[src/pkg/scu_pkg.sv]
/*
 * Shared types and constants of the subroutine call unit: request,
 * descriptor, memory and answer carriers, error codes and limits.
 * Assumes one clock domain shared with the sequencer and data memory.
 */
package scu_pkg;

  // ****************************************************************
  // Limits and codes
  // ****************************************************************
  localparam logic [3:0] SCU_MAX_DEPTH = 4'h8;
  localparam logic [3:0] SCU_ISR_MAX_DEPTH = 4'h1;
  localparam logic [4:0] SCU_MAX_PARAMS = 5'h10;
  localparam logic [6:0] SCU_SBR_MAX_SMALL = 7'h3F;
  localparam logic [6:0] SCU_SBR_MAX_LARGE = 7'h7F;
  localparam logic SCU_LARGE_VARIANT = 1'h1;
  localparam logic [15:0] SCU_ERR_NONE = 16'h0000;
  localparam logic [15:0] SCU_ERR_NEST = 16'h0008;
  localparam logic [15:0] SCU_ERR_INDIRECT = 16'h0006;
  localparam logic [1:0] SCU_ACC_MIN = 2'h1;
  localparam logic [15:0] SCU_SM_MIN_OFFSET = 16'h001E;
  localparam logic [31:0] SCU_STACK_ENTRY = 32'h0000_0001;
  localparam logic [6:0] SCU_LOCAL_BASE = 7'h00;
  localparam logic [2:0] SCU_BIT_LAST = 3'h7;

  // ****************************************************************
  // Enumerations
  // ****************************************************************
  typedef enum logic [1:0] {
    SCU_OP_NONE = 2'b00,
    SCU_OP_CALL = 2'b01,
    SCU_OP_RET = 2'b10,
    SCU_OP_CONDITIONAL_RETURN = 2'b11
  } scu_op_e;

  typedef enum logic [1:0] {
    SCU_DIR_IN = 2'b00,
    SCU_DIR_INOUT = 2'b01,
    SCU_DIR_OUT = 2'b10
  } scu_dir_e;

  typedef enum logic [1:0] {
    SCU_SZ_BIT = 2'b00,
    SCU_SZ_BYTE = 2'b01,
    SCU_SZ_WORD = 2'b10,
    SCU_SZ_UNSIGNED_DOUBLE_WORD = 2'b11
  } scu_size_e;

  typedef enum logic [1:0] {
    SCU_MD_DIRECT = 2'b00,
    SCU_MD_INDIRECT = 2'b01,
    SCU_MD_CONST = 2'b10,
    SCU_MD_ADDR = 2'b11
  } scu_mode_e;

  typedef enum logic [1:0] {
    SCU_ACT_NEXT = 2'b00,
    SCU_ACT_ENTER = 2'b01,
    SCU_ACT_RESUME = 2'b10
  } scu_act_e;

  // ****************************************************************
  // Carriers
  // ****************************************************************
  typedef struct packed {
    scu_op_e op;
    logic [6:0] subroutine_number;
    logic [15:0] call_pc;
    logic [15:0] next_pc;
    logic [4:0] nparam;
    logic in_isr;
    logic [31:0] stack;
  } scu_req_s;

  typedef struct packed {
    scu_dir_e dir;
    scu_size_e size;
    scu_mode_e mode;
    logic special_memory;
    logic acc_ind;
    logic [1:0] acc_idx;
    logic [2:0] bit_pos;
    logic [15:0] addr;
    logic [31:0] value;
  } scu_desc_s;

  typedef struct packed {
    logic req;
    logic we;
    logic local_mem;
    logic [2:0] frame;
    logic [15:0] addr;
    scu_size_e size;
    logic [2:0] bit_pos;
    logic [31:0] wdata;
  } scu_mem_s;

  typedef struct packed {
    logic valid;
    scu_act_e act;
    logic [6:0] subroutine_number;
    logic [15:0] pc;
    logic [31:0] stack;
    logic enable_out_flag;
    logic [15:0] err;
  } scu_rsp_s;

endpackage

[src/hdl/scu_alloc.sv]
/*
 * Local memory placement walker: gives the byte offset and bit position
 * of the current parameter and steps past it when told to.
 * Assumes the caller clears it before the first parameter of a walk.
 */
`timescale 1ns/10ps
module scu_alloc (
  input wire logic clk,
  input wire logic sys_rst,
  input wire logic clr,
  input wire logic adv,
  input wire scu_pkg::scu_size_e size,
  output logic [6:0] byte_off,
  output logic [2:0] bit_off
);
  import scu_pkg::*;

  logic [6:0] ptr_q;
  logic [2:0] bit_q;
  logic in_bits_q;
  logic [6:0] base;

  // ****************************************************************
  // Placement
  // ****************************************************************
  // A run of bits is closed by the next wider parameter
  always_comb begin
    base = (in_bits_q && size != SCU_SZ_BIT) ? ptr_q + 7'h01 : ptr_q;
    byte_off = base;
    bit_off = (size == SCU_SZ_BIT && in_bits_q) ? bit_q : 3'h0;
  end

  always_ff @(posedge clk or posedge sys_rst) begin
    if (sys_rst) begin
      ptr_q <= SCU_LOCAL_BASE;
      bit_q <= 3'h0;
      in_bits_q <= 1'h0;
    end else if (clr) begin
      ptr_q <= SCU_LOCAL_BASE;
      bit_q <= 3'h0;
      in_bits_q <= 1'h0;
    end else if (adv) begin
      unique case (size)
        SCU_SZ_BIT: begin
          if (in_bits_q && bit_q == SCU_BIT_LAST) begin
            ptr_q <= ptr_q + 7'h01;
            bit_q <= 3'h0;
            in_bits_q <= 1'h0;
          end else begin
            bit_q <= in_bits_q ? bit_q + 3'h1 : 3'h1;
            in_bits_q <= 1'h1;
          end
        end
        SCU_SZ_BYTE: begin
          ptr_q <= base + 7'h01;
          in_bits_q <= 1'h0;
        end
        SCU_SZ_WORD: begin
          ptr_q <= base + 7'h02;
          in_bits_q <= 1'h0;
        end
        SCU_SZ_UNSIGNED_DOUBLE_WORD: begin
          ptr_q <= base + 7'h04;
          in_bits_q <= 1'h0;
        end
      endcase
    end
  end

endmodule // scu_alloc

[src/hdl/scu_call_unit.sv]
/*
 * Subroutine call and return unit: nesting control, logic stack save,
 * parameter copy into and out of the callee's local frame.
 * Assumes the sequencer answers descriptors combinationally from
 * desc_pc/desc_idx and that data memory acks each request on clk.
 */
// Operation
// - Call enters chosen subroutine; its end resumes after the call
// - Conditional return leaves only when the preceding logic result is true
// - Failed call clears enable-out; 0008 for nesting, 0006 for indirect fault
// - Calls nest up to eight levels from the main program
// - Subroutine entered from interrupt level may not call further
// - Subroutine number is constant, 0..63 small variants, 0..127 largest
// - Call saves logic stack, sets top one, clears rest; return restores
// - Accumulators are shared, never saved nor restored
// - At most sixteen parameters per call, all directions counted
// - Input gives direct contents, pointed-to contents, or the literal value
// - In-out read at call, written back there; no literals allowed
// - Inputs copied to callee local memory before the body runs
// - Outputs copied from local memory to caller locations at completion
// - Parameters placed sequentially in call order from local bit 0
// - One to eight consecutive bits packed into one local byte
// - Byte, word and double word parameters sit on byte boundaries
// - Values pass bit for bit, no type conversion
// - Address literals arrive as unsigned 32-bit double words
// - Widths fixed: one, two or four bytes; real is four bytes
// - Accumulator pointers index one or above; special memory outputs offset 30+
// - Recursive calls are allowed within the depth limit
`timescale 1ns/10ps
module scu_call_unit (
  input wire logic clk,
  input wire logic sys_rst,
  input wire scu_pkg::scu_req_s req,
  input wire scu_pkg::scu_desc_s desc,
  input wire logic mem_ack,
  input wire logic [31:0] mem_rdata,
  output logic busy,
  output logic [15:0] desc_pc,
  output logic [4:0] desc_idx,
  output scu_pkg::scu_mem_s mem,
  output scu_pkg::scu_rsp_s rsp,
  output logic [3:0] depth
);
  import scu_pkg::*;

  typedef enum logic [3:0] {
    SCU_ST_IDLE = 4'b0000,
    SCU_ST_CHECK = 4'b0001,
    SCU_ST_FETCH = 4'b0010,
    SCU_ST_PTR = 4'b0011,
    SCU_ST_SRC = 4'b0100,
    SCU_ST_LWR = 4'b0101,
    SCU_ST_ENTER = 4'b0110,
    SCU_ST_RDESC = 4'b0111,
    SCU_ST_RLRD = 4'b1000,
    SCU_ST_RPTR = 4'b1001,
    SCU_ST_RWR = 4'b1010,
    SCU_ST_RESUME = 4'b1011,
    SCU_ST_FAIL = 4'b1100,
    SCU_ST_NEXT = 4'b1101
  } scu_state_e;

  typedef struct packed {
    logic [15:0] ret_pc;
    logic [15:0] call_pc;
    logic [4:0] nparam;
    logic isr;
    logic [31:0] stack;
  } scu_frame_s;

  // ****************************************************************
  // Helpers
  // ****************************************************************
  function automatic logic desc_bad(input scu_desc_s d);
    logic lit;
    lit = (d.mode == SCU_MD_CONST) || (d.mode == SCU_MD_ADDR);
    desc_bad = (d.mode == SCU_MD_INDIRECT && d.acc_ind && d.acc_idx < SCU_ACC_MIN)
      || (d.dir != SCU_DIR_IN && lit)
      || (d.dir != SCU_DIR_IN && d.special_memory && d.addr < SCU_SM_MIN_OFFSET);
  endfunction

  function automatic scu_size_e eff_size(input scu_desc_s d);
    eff_size = (d.mode == SCU_MD_ADDR) ? SCU_SZ_UNSIGNED_DOUBLE_WORD : d.size;
  endfunction

  scu_state_e st_q;
  logic busy_q;
  scu_req_s req_q;
  scu_frame_s frame_q [8];
  logic [3:0] depth_q;
  logic [3:0] isr_cnt_q;
  logic [4:0] idx_q;
  logic [15:0] desc_pc_q;
  logic [15:0] ptr_q;
  logic [31:0] data_q;
  logic [15:0] err_q;
  scu_mem_s mem_q;
  scu_mem_s mem_d;
  scu_rsp_s rsp_q;
  scu_frame_s top;
  logic last;
  logic mem_st;
  logic adv;
  logic alloc_clr;
  logic [6:0] loc_byte;
  logic [2:0] loc_bit;
  logic [6:0] sbr_max;
  logic nest_full;

  assign top = frame_q[depth_q[2:0] - 3'h1];
  assign last = (idx_q == req_q.nparam - 5'h01);
  assign sbr_max = SCU_LARGE_VARIANT ? SCU_SBR_MAX_LARGE : SCU_SBR_MAX_SMALL;
  assign nest_full = (depth_q >= SCU_MAX_DEPTH)
    || (req.in_isr && isr_cnt_q >= SCU_ISR_MAX_DEPTH);
  assign mem_st = st_q inside {SCU_ST_PTR, SCU_ST_SRC, SCU_ST_LWR, SCU_ST_RLRD,
    SCU_ST_RPTR, SCU_ST_RWR};
  assign alloc_clr = (st_q == SCU_ST_IDLE) || (st_q == SCU_ST_CHECK);
  assign adv = (st_q == SCU_ST_FETCH && desc.dir == SCU_DIR_OUT)
    || (st_q == SCU_ST_RDESC && desc.dir == SCU_DIR_IN)
    || ((st_q == SCU_ST_LWR || st_q == SCU_ST_RWR) && mem_ack);

  scu_alloc u_alloc (
    .clk(clk),
    .sys_rst(sys_rst),
    .clr(alloc_clr),
    .adv(adv),
    .size(eff_size(desc)),
    .byte_off(loc_byte),
    .bit_off(loc_bit)
  );

  // ****************************************************************
  // Sequencing
  // ****************************************************************
  always_ff @(posedge clk or posedge sys_rst) begin
    if (sys_rst) begin
      st_q <= SCU_ST_IDLE;
      err_q <= SCU_ERR_NONE;
      busy_q <= 1'h0;
    end else begin
      // Busy next cycle: still working, answer pending, or a request taken now
      busy_q <= (st_q != SCU_ST_IDLE) || (req.op != SCU_OP_NONE);
      unique case (st_q)
        SCU_ST_IDLE: begin
          if (req.op == SCU_OP_CALL) begin
            if (nest_full) begin
              st_q <= SCU_ST_FAIL;
              err_q <= SCU_ERR_NEST;
            end else if (req.subroutine_number > sbr_max || req.nparam > SCU_MAX_PARAMS) begin
              st_q <= SCU_ST_FAIL;
              err_q <= SCU_ERR_INDIRECT;
            end else begin
              st_q <= (req.nparam == 5'h00) ? SCU_ST_ENTER : SCU_ST_CHECK;
            end
          end else if (req.op == SCU_OP_RET || req.op == SCU_OP_CONDITIONAL_RETURN) begin
            if ((req.op == SCU_OP_CONDITIONAL_RETURN && !req.stack[0]) || depth_q == 4'h0) begin
              st_q <= SCU_ST_NEXT;
            end else begin
              st_q <= (top.nparam == 5'h00) ? SCU_ST_RESUME : SCU_ST_RDESC;
            end
          end
        end
        // All operands are vetted before any local byte is written
        SCU_ST_CHECK: begin
          if (desc_bad(desc)) begin
            st_q <= SCU_ST_FAIL;
            err_q <= SCU_ERR_INDIRECT;
          end else if (last) begin
            st_q <= SCU_ST_FETCH;
          end
        end
        SCU_ST_FETCH: begin
          if (desc.dir == SCU_DIR_OUT) begin
            st_q <= last ? SCU_ST_ENTER : SCU_ST_FETCH;
          end else if (desc.mode == SCU_MD_CONST || desc.mode == SCU_MD_ADDR) begin
            st_q <= SCU_ST_LWR;
          end else if (desc.mode == SCU_MD_INDIRECT && !desc.acc_ind) begin
            st_q <= SCU_ST_PTR;
          end else begin
            st_q <= SCU_ST_SRC;
          end
        end
        SCU_ST_PTR: st_q <= mem_ack ? SCU_ST_SRC : SCU_ST_PTR;
        SCU_ST_SRC: st_q <= mem_ack ? SCU_ST_LWR : SCU_ST_SRC;
        SCU_ST_LWR: begin
          if (mem_ack) begin
            st_q <= last ? SCU_ST_ENTER : SCU_ST_FETCH;
          end
        end
        SCU_ST_RDESC: begin
          if (desc.dir == SCU_DIR_IN) begin
            st_q <= last ? SCU_ST_RESUME : SCU_ST_RDESC;
          end else begin
            st_q <= SCU_ST_RLRD;
          end
        end
        SCU_ST_RLRD: begin
          if (mem_ack) begin
            st_q <= (desc.mode == SCU_MD_INDIRECT && !desc.acc_ind) ? SCU_ST_RPTR : SCU_ST_RWR;
          end
        end
        SCU_ST_RPTR: st_q <= mem_ack ? SCU_ST_RWR : SCU_ST_RPTR;
        SCU_ST_RWR: begin
          if (mem_ack) begin
            st_q <= last ? SCU_ST_RESUME : SCU_ST_RDESC;
          end
        end
        SCU_ST_ENTER: st_q <= SCU_ST_IDLE;
        SCU_ST_RESUME: st_q <= SCU_ST_IDLE;
        SCU_ST_FAIL: st_q <= SCU_ST_IDLE;
        SCU_ST_NEXT: st_q <= SCU_ST_IDLE;
        default: st_q <= SCU_ST_IDLE;
      endcase
    end
  end

  // ****************************************************************
  // Request latch and descriptor index
  // ****************************************************************
  always_ff @(posedge clk or posedge sys_rst) begin
    if (sys_rst) begin
      req_q <= '0;
      idx_q <= 5'h00;
      desc_pc_q <= 16'h0000;
    end else if (st_q == SCU_ST_IDLE) begin
      idx_q <= 5'h00;
      if (req.op == SCU_OP_CALL) begin
        req_q <= req;
        desc_pc_q <= req.call_pc;
      end else if (req.op != SCU_OP_NONE) begin
        req_q <= req;
        req_q.nparam <= top.nparam;
        desc_pc_q <= top.call_pc;
      end
    end else if ((st_q == SCU_ST_CHECK) && last) begin
      idx_q <= 5'h00;
    end else if (!last && ((st_q == SCU_ST_CHECK) || adv)) begin
      idx_q <= idx_q + 5'h01;
    end
  end

  // ****************************************************************
  // Data path
  // ****************************************************************
  // Accumulator pointers are taken as given, the unit keeps no copy
  always_ff @(posedge clk or posedge sys_rst) begin
    if (sys_rst) begin
      ptr_q <= 16'h0000;
      data_q <= 32'h0000_0000;
    end else begin
      if (st_q == SCU_ST_FETCH) begin
        data_q <= desc.value;
        ptr_q <= desc.acc_ind ? desc.value[15:0] : desc.addr;
      end else if (st_q == SCU_ST_RDESC) begin
        ptr_q <= desc.acc_ind ? desc.value[15:0] : desc.addr;
      end
      if (mem_ack && (st_q == SCU_ST_PTR || st_q == SCU_ST_RPTR)) begin
        ptr_q <= mem_rdata[15:0];
      end
      if (mem_ack && (st_q == SCU_ST_SRC || st_q == SCU_ST_RLRD)) begin
        data_q <= mem_rdata;
      end
    end
  end

  always_comb begin
    mem_d = '0;
    mem_d.req = 1'h1;
    mem_d.size = eff_size(desc);
    mem_d.bit_pos = desc.bit_pos;
    mem_d.wdata = data_q;
    unique case (st_q)
      SCU_ST_PTR, SCU_ST_RPTR: begin
        mem_d.addr = desc.addr;
        mem_d.size = SCU_SZ_UNSIGNED_DOUBLE_WORD;
      end
      SCU_ST_SRC: mem_d.addr = ptr_q;
      SCU_ST_LWR: begin
        mem_d.we = 1'h1;
        mem_d.local_mem = 1'h1;
        mem_d.frame = depth_q[2:0];
        mem_d.addr = {9'h000, loc_byte};
        mem_d.bit_pos = loc_bit;
      end
      SCU_ST_RLRD: begin
        mem_d.local_mem = 1'h1;
        mem_d.frame = depth_q[2:0] - 3'h1;
        mem_d.addr = {9'h000, loc_byte};
        mem_d.bit_pos = loc_bit;
      end
      SCU_ST_RWR: begin
        mem_d.we = 1'h1;
        mem_d.addr = ptr_q;
      end
      default: mem_d.req = 1'h0;
    endcase
  end

  // One idle cycle between accesses keeps a stale ack from reissuing
  always_ff @(posedge clk or posedge sys_rst) begin
    if (sys_rst) begin
      mem_q <= '0;
    end else if (mem_ack) begin
      mem_q.req <= 1'h0;
    end else if (mem_st && !mem_q.req) begin
      mem_q <= mem_d;
    end
  end

  // ****************************************************************
  // Frames and nesting
  // ****************************************************************
  always_ff @(posedge clk or posedge sys_rst) begin
    if (sys_rst) begin
      depth_q <= 4'h0;
      isr_cnt_q <= 4'h0;
      for (int i = 0; i < 8; i++) begin
        frame_q[i] <= '0;
      end
    end else if (st_q == SCU_ST_ENTER) begin
      frame_q[depth_q[2:0]].ret_pc <= req_q.next_pc;
      frame_q[depth_q[2:0]].call_pc <= req_q.call_pc;
      frame_q[depth_q[2:0]].nparam <= req_q.nparam;
      frame_q[depth_q[2:0]].isr <= req_q.in_isr;
      frame_q[depth_q[2:0]].stack <= req_q.stack;
      depth_q <= depth_q + 4'h1;
      if (req_q.in_isr) begin
        isr_cnt_q <= isr_cnt_q + 4'h1;
      end
    end else if (st_q == SCU_ST_RESUME) begin
      depth_q <= depth_q - 4'h1;
      if (top.isr) begin
        isr_cnt_q <= isr_cnt_q - 4'h1;
      end
    end
  end

  // ****************************************************************
  // Answer to the sequencer
  // ****************************************************************
  always_ff @(posedge clk or posedge sys_rst) begin
    if (sys_rst) begin
      rsp_q <= '0;
    end else begin
      rsp_q <= '0;
      rsp_q.enable_out_flag <= 1'h1;
      unique case (st_q)
        SCU_ST_ENTER: begin
          rsp_q.valid <= 1'h1;
          rsp_q.act <= SCU_ACT_ENTER;
          rsp_q.subroutine_number <= req_q.subroutine_number;
          rsp_q.stack <= SCU_STACK_ENTRY;
        end
        SCU_ST_RESUME: begin
          rsp_q.valid <= 1'h1;
          rsp_q.act <= SCU_ACT_RESUME;
          rsp_q.pc <= top.ret_pc;
          rsp_q.stack <= top.stack;
        end
        SCU_ST_FAIL: begin
          rsp_q.valid <= 1'h1;
          rsp_q.act <= SCU_ACT_NEXT;
          rsp_q.pc <= req_q.next_pc;
          rsp_q.stack <= req_q.stack;
          rsp_q.enable_out_flag <= 1'h0;
          rsp_q.err <= err_q;
        end
        SCU_ST_NEXT: begin
          rsp_q.valid <= 1'h1;
          rsp_q.act <= SCU_ACT_NEXT;
          rsp_q.pc <= req_q.next_pc;
          rsp_q.stack <= req_q.stack;
        end
        default: rsp_q.valid <= 1'h0;
      endcase
    end
  end

  assign busy = busy_q;
  assign desc_pc = desc_pc_q;
  assign desc_idx = idx_q;
  assign mem = mem_q;
  assign rsp = rsp_q;
  assign depth = depth_q;
endmodule // scu_call_unit

[config.mk]
export PLATFORM = sky130hd
export DESIGN_NAME = scu_call_unit
export DESIGN_NICKNAME = d
export VERILOG_FILES = /design/src/pkg/scu_pkg.sv /design/src/hdl/scu_alloc.sv /design/src/hdl/scu_call_unit.sv
export SDC_FILE = /design/constraint.sdc
export NUM_CORES = 2
export LEC_CHECK = 0
export BUFFER_PORTS_ARGS = -buffer_cell sky130_fd_sc_hd__buf_2
export CAP_MARGIN = 10
export CORE_AREA = 10 10 343 345
export CTS_CLUSTER_DIAMETER = 150
export DETAILED_ROUTE_END_ITERATION = 10
export DIE_AREA = 0 0 353 355
export GPL_TIMING_DRIVEN = 0
export PLACE_DENSITY_LB_ADDON = 0.08
export SYNTH_ARGS = -nofsm -noshare
export SYNTH_HDL_FRONTEND = slang
export SYNTH_SLANG_ARGS = --single-unit
[constraint.sdc]
create_clock -name clk -period 25.4 [get_ports clk]
set_input_delay 2.54 -clock clk [delete_from_list [all_inputs] [get_ports clk]]
set_output_delay 2.54 -clock clk [all_outputs]
set_load 0.05 [all_outputs]
==> run_results.csv <==
group,metric,value,unit
setup_path,path_class,"in2reg",
layout,fillers,10300,
cts,cts_resized,0,
layout,fin_nets,3458,
drt,vias,25100,
global_routing,grt_pass1_vias,27000,
cts,cts_setup_buffers,0,
yosys,synthMuxAreaShare,29.9,%
layout,area_delta_synth_final,19.1,%
floorplan,start_util,34.8,%
setup_path,end_kind,"flop",
setup_path,worst-r2r-setup-slack,20650,ps
hold_path,min_from,"isr_cnt_q[3]",
yosys,synth-seq-cells,852,
yosys,synth_xor_area_share,0.726,%
yosys,yosysWarnings,0,
timing,fmax,0.209,GHz
hold_path,min_path_cells,1,
drt,drc,0,
yosys,synth_top_area_share,55.5,%
yosys,synth_edf_count,0,
cts,path_clk_slew,60,ps
job,cap_violations,0,
timing,fin_crit_sh,18.8,%
yosys,synth-seq-area-share,55.5,%
floorplan,rows,122,
layout,final_cell_mix,"dfrtp_1, mux2_2, buf_2",
drt,avgViaCountPerCell,5.19,
timing,finalHoldViolCount,0,
layout,drive_gt1_share,42.6,%
cts,cts_hold_buffers,0,
floorplan,pin_count,335,
pwr,leakagePower,21.8,nW
cts,cts_tree,"done",
global_routing,grt_antenna_before_repair,4,
setup_path,slowest_delay,500,ps
yosys,ys_types,77,
yosys,synthTopCellsByArea,"dfrtp_1, mux2_2, mux4_2",
setup_path,worstPathArrival,5370,ps
timing,setup_ws,20620,ps
drt,wl_per_cell,25.1,um
placed_design,pre_cts_ws,20000,ps
yosys,synth.cell_area,38400,sq um
timing,setup_viol,0,
timing,slew_viol_final,0,
cts,numCtsBuffers,99,
setup_path,crit_chain,"clkbuf_1 -> a211o_1 -> buf_2 -> nand3_1 -> xnor2_1 -> ha_1 -> nand3_1 -> a21oi_1 -> o21ai_0 -> xnor2_1 -> a311oi_1 -> a22o_1",
setup_path,cp_num_buf_inv,2,
placed_design,gp_congestion,0.823,
timing,tightest_slew,1140,ps
setup_path,r2r_start,"depth[0]",
yosys,synthAdderAreaFrac,0.508,%
drt,antenna_left,0,
status,status,"completed",
timing,worst_slew_margin_rel,23.8,%
yosys,synthCells,2808,
global_routing,grt_max_degree,46,
timing,rsz0062_at_grt,"false",
yosys,synthArstFlopShare,100,%
yosys,syn_area_per_cell,13.7,sq um
placed_design,dp_hpwl,86.3,mm
setup_path,r2r_cells,10,
timing,final_period_minus_worst_setup_slack,4780,ps
pwr,ir_worst_vdd,55.2,uV
floorplan,die_area,125000,sq um
timing,finClkSkew,18.4,ps
hold_path,hold_path.class,"reg2reg",
floorplan,dieHeight,355,um
pwr,power_density,129,nW/um^2
setup_path,cp_slowest_cell,"xnor2_1",
global_routing,grt.total_usage,19.0,%
yosys,synth_top_family_by_area,"multiplexers",
layout,final_common_cell,"dfrtp_1",
yosys,synth_compound_area_share,5.52,%
yosys,synthSimpleGateAreaFrac,4.79,%
cts,ctsRootBufferMaster,"clkbuf_16",
setup_path,crit_family,"compound AO/OA/AOI/OAI gates",
yosys,yosysTopAreaCell,"dfrtp_1",
placed_design,port-buffer-count,317,
yosys,synthFlopType,"dfrtp_1",
cts,clk_latency,660,ps
drt,firstDrtPassIters,6,
global_routing,overflow,0,
setup_path,crit_required,26000,ps
hold_path,whs_endpoint,"isr_cnt_q[3]",
drt,routed_wl,121,mm
floorplan,die_width,353,um
cts,clock_path_buffers,3,
floorplan,coreArea,110000,sq um
setup_path,worstReg2RegEnd,"rsp[64]",
setup_path,critPathMaxFanout,10,
setup_path,cp-start-kind,"input pin",
cts,h-tree-depth,3,
timing,finalSetupTns,0,ps
global_routing,grt_pass1_wl,180,mm
cts,cts_sinks,852,
drt,drt_iter0_drc,1356,
## worst register-to-register path, delay by kind of cell (launching register included)
| kind | cells | cell delay [ps] |
|---|---|---|
| multiplexers | 2 | 350 |
| adder cells (fa/ha/maj) | 1 | 460 |
| flip-flops | 1 | 400 |
| buffers and inverters | 6 | 2590 |
| AO/OA/AOI/OAI | 1 | 750 |
## cells by family (layout without fill, tap and decap cells)
| family | Yosys count | in the layout |
|---|---|---|
| compound gates | 331 | 331 |
| xor+xnor | 31 | 31 |
| fa+ha+maj | 15 | 15 |
| buf+inv | 266 | 791 |
| flops | 852 | 852 |
| mux | 895 | 895 |
| other cells | 1 | 17 |
| simple gates | 417 | 417 |
## layout make-up
cell class / instances / area, sq um / area share (%)
Sequential cell: 852 / 21300 / 46.6
Inverter: 19 / 75.1 / 0.164
Buffer: 247 / 1090 / 2.38
Tap cell: 1488 / 1860 / 4.07
Clock inverter: 26 / 278 / 0.607
Multi-Input combinational cell: 1702 / 16000 / 34.9
Antenna cell: 4 / 10.0 / 0.0219
Timing Repair Buffer: 347 / 2150 / 4.69
Clock buffer: 152 / 3000 / 6.56
## sequential cells by signal, indices dropped and copies added (netlist names)
register / count
rsp: 61
u_alloc.in_bits_q: 1
frame_q: 560
u_alloc.bit_q: 3
req_q: 77
isr_cnt_q: 4
err_q: 2
desc_idx: 5
mem: 59
busy: 1
ptr_q: 16
desc_pc: 16
st_q: 4
depth: 4
u_alloc.ptr_q: 7
data_q: 32
## per-stage QoR
stage          std cells  hold slack, ps  util [%]  total power, mW  instance area, sq um
3_3_place_gp        4625             453      38.0             4.43                 41900
2_1_floorplan       2820             439         -             3.73                 38500
5_1_grt             4834             479      41.5             6.22                 45800
4_1_cts             4830             472      41.4             5.96                 45700
6_report            4837             467      41.5             5.88                 45800
3_5_place_dp        4652             460      38.5             4.51                 42400
## how the worst max path moves through the flow
stage	startpoint	to	slack, ps	depth (start not counted)
after floorplan	sys_rst	busy	11150	1
after global placement	sys_rst	busy	6710	2
after detailed placement	desc[58]	u_alloc.ptr_q[6]	20000	12
after CTS	depth[0]	rsp[64]	20660	10
after global routing	desc[58]	u_alloc.ptr_q[6]	20410	12
final	desc[58]	u_alloc.ptr_q[6]	20620	12
## layer usage
| metal | vias up | share of wire [%] | track usage, % |
|---|---|---|---|
| li1 | 11100 | - | - |
| met1 | 13300 | 45 | 25.0 |
| met2 | 615 | 49 | 32.3 |
| met3 | 152 | 4.2 | 3.02 |
| met4 | 2 | 2.3 | 5.13 |
| met5 | - | 0.0091 | 0 |
## power breakdown
group	total (mW)	internal, mW	switching [mW]
registers	2.11	1.84	0.271
clock network	1.43	0.851	0.576
logic	2.34	0.950	1.39
## Yosys cell counts (4+ instances only)
cell type,number
nor4_1,6
mux2i_1,98
inv_1,16
a221oi_1,7
nor3_1,11
mux2_2,652
nand2_1,228
a22o_1,7
and3_1,5
nor3b_1,6
xnor2_1,22
mux2_1,8
o211ai_1,4
nor2b_1,5
o22ai_1,22
and2_1,9
nand3_1,19
nand2b_1,11
o21ai_0,123
nor2_1,89
buf_2,81
ha_1,14
nand4_1,4
dfrtp_1,852
buf_4,16
a21oi_1,69
mux4_2,137
a222oi_1,5
o221a_2,16
clkbuf_1,94
a22oi_1,45
buf_1,56
xor2_1,8
(Power assumes the default switching activity.)
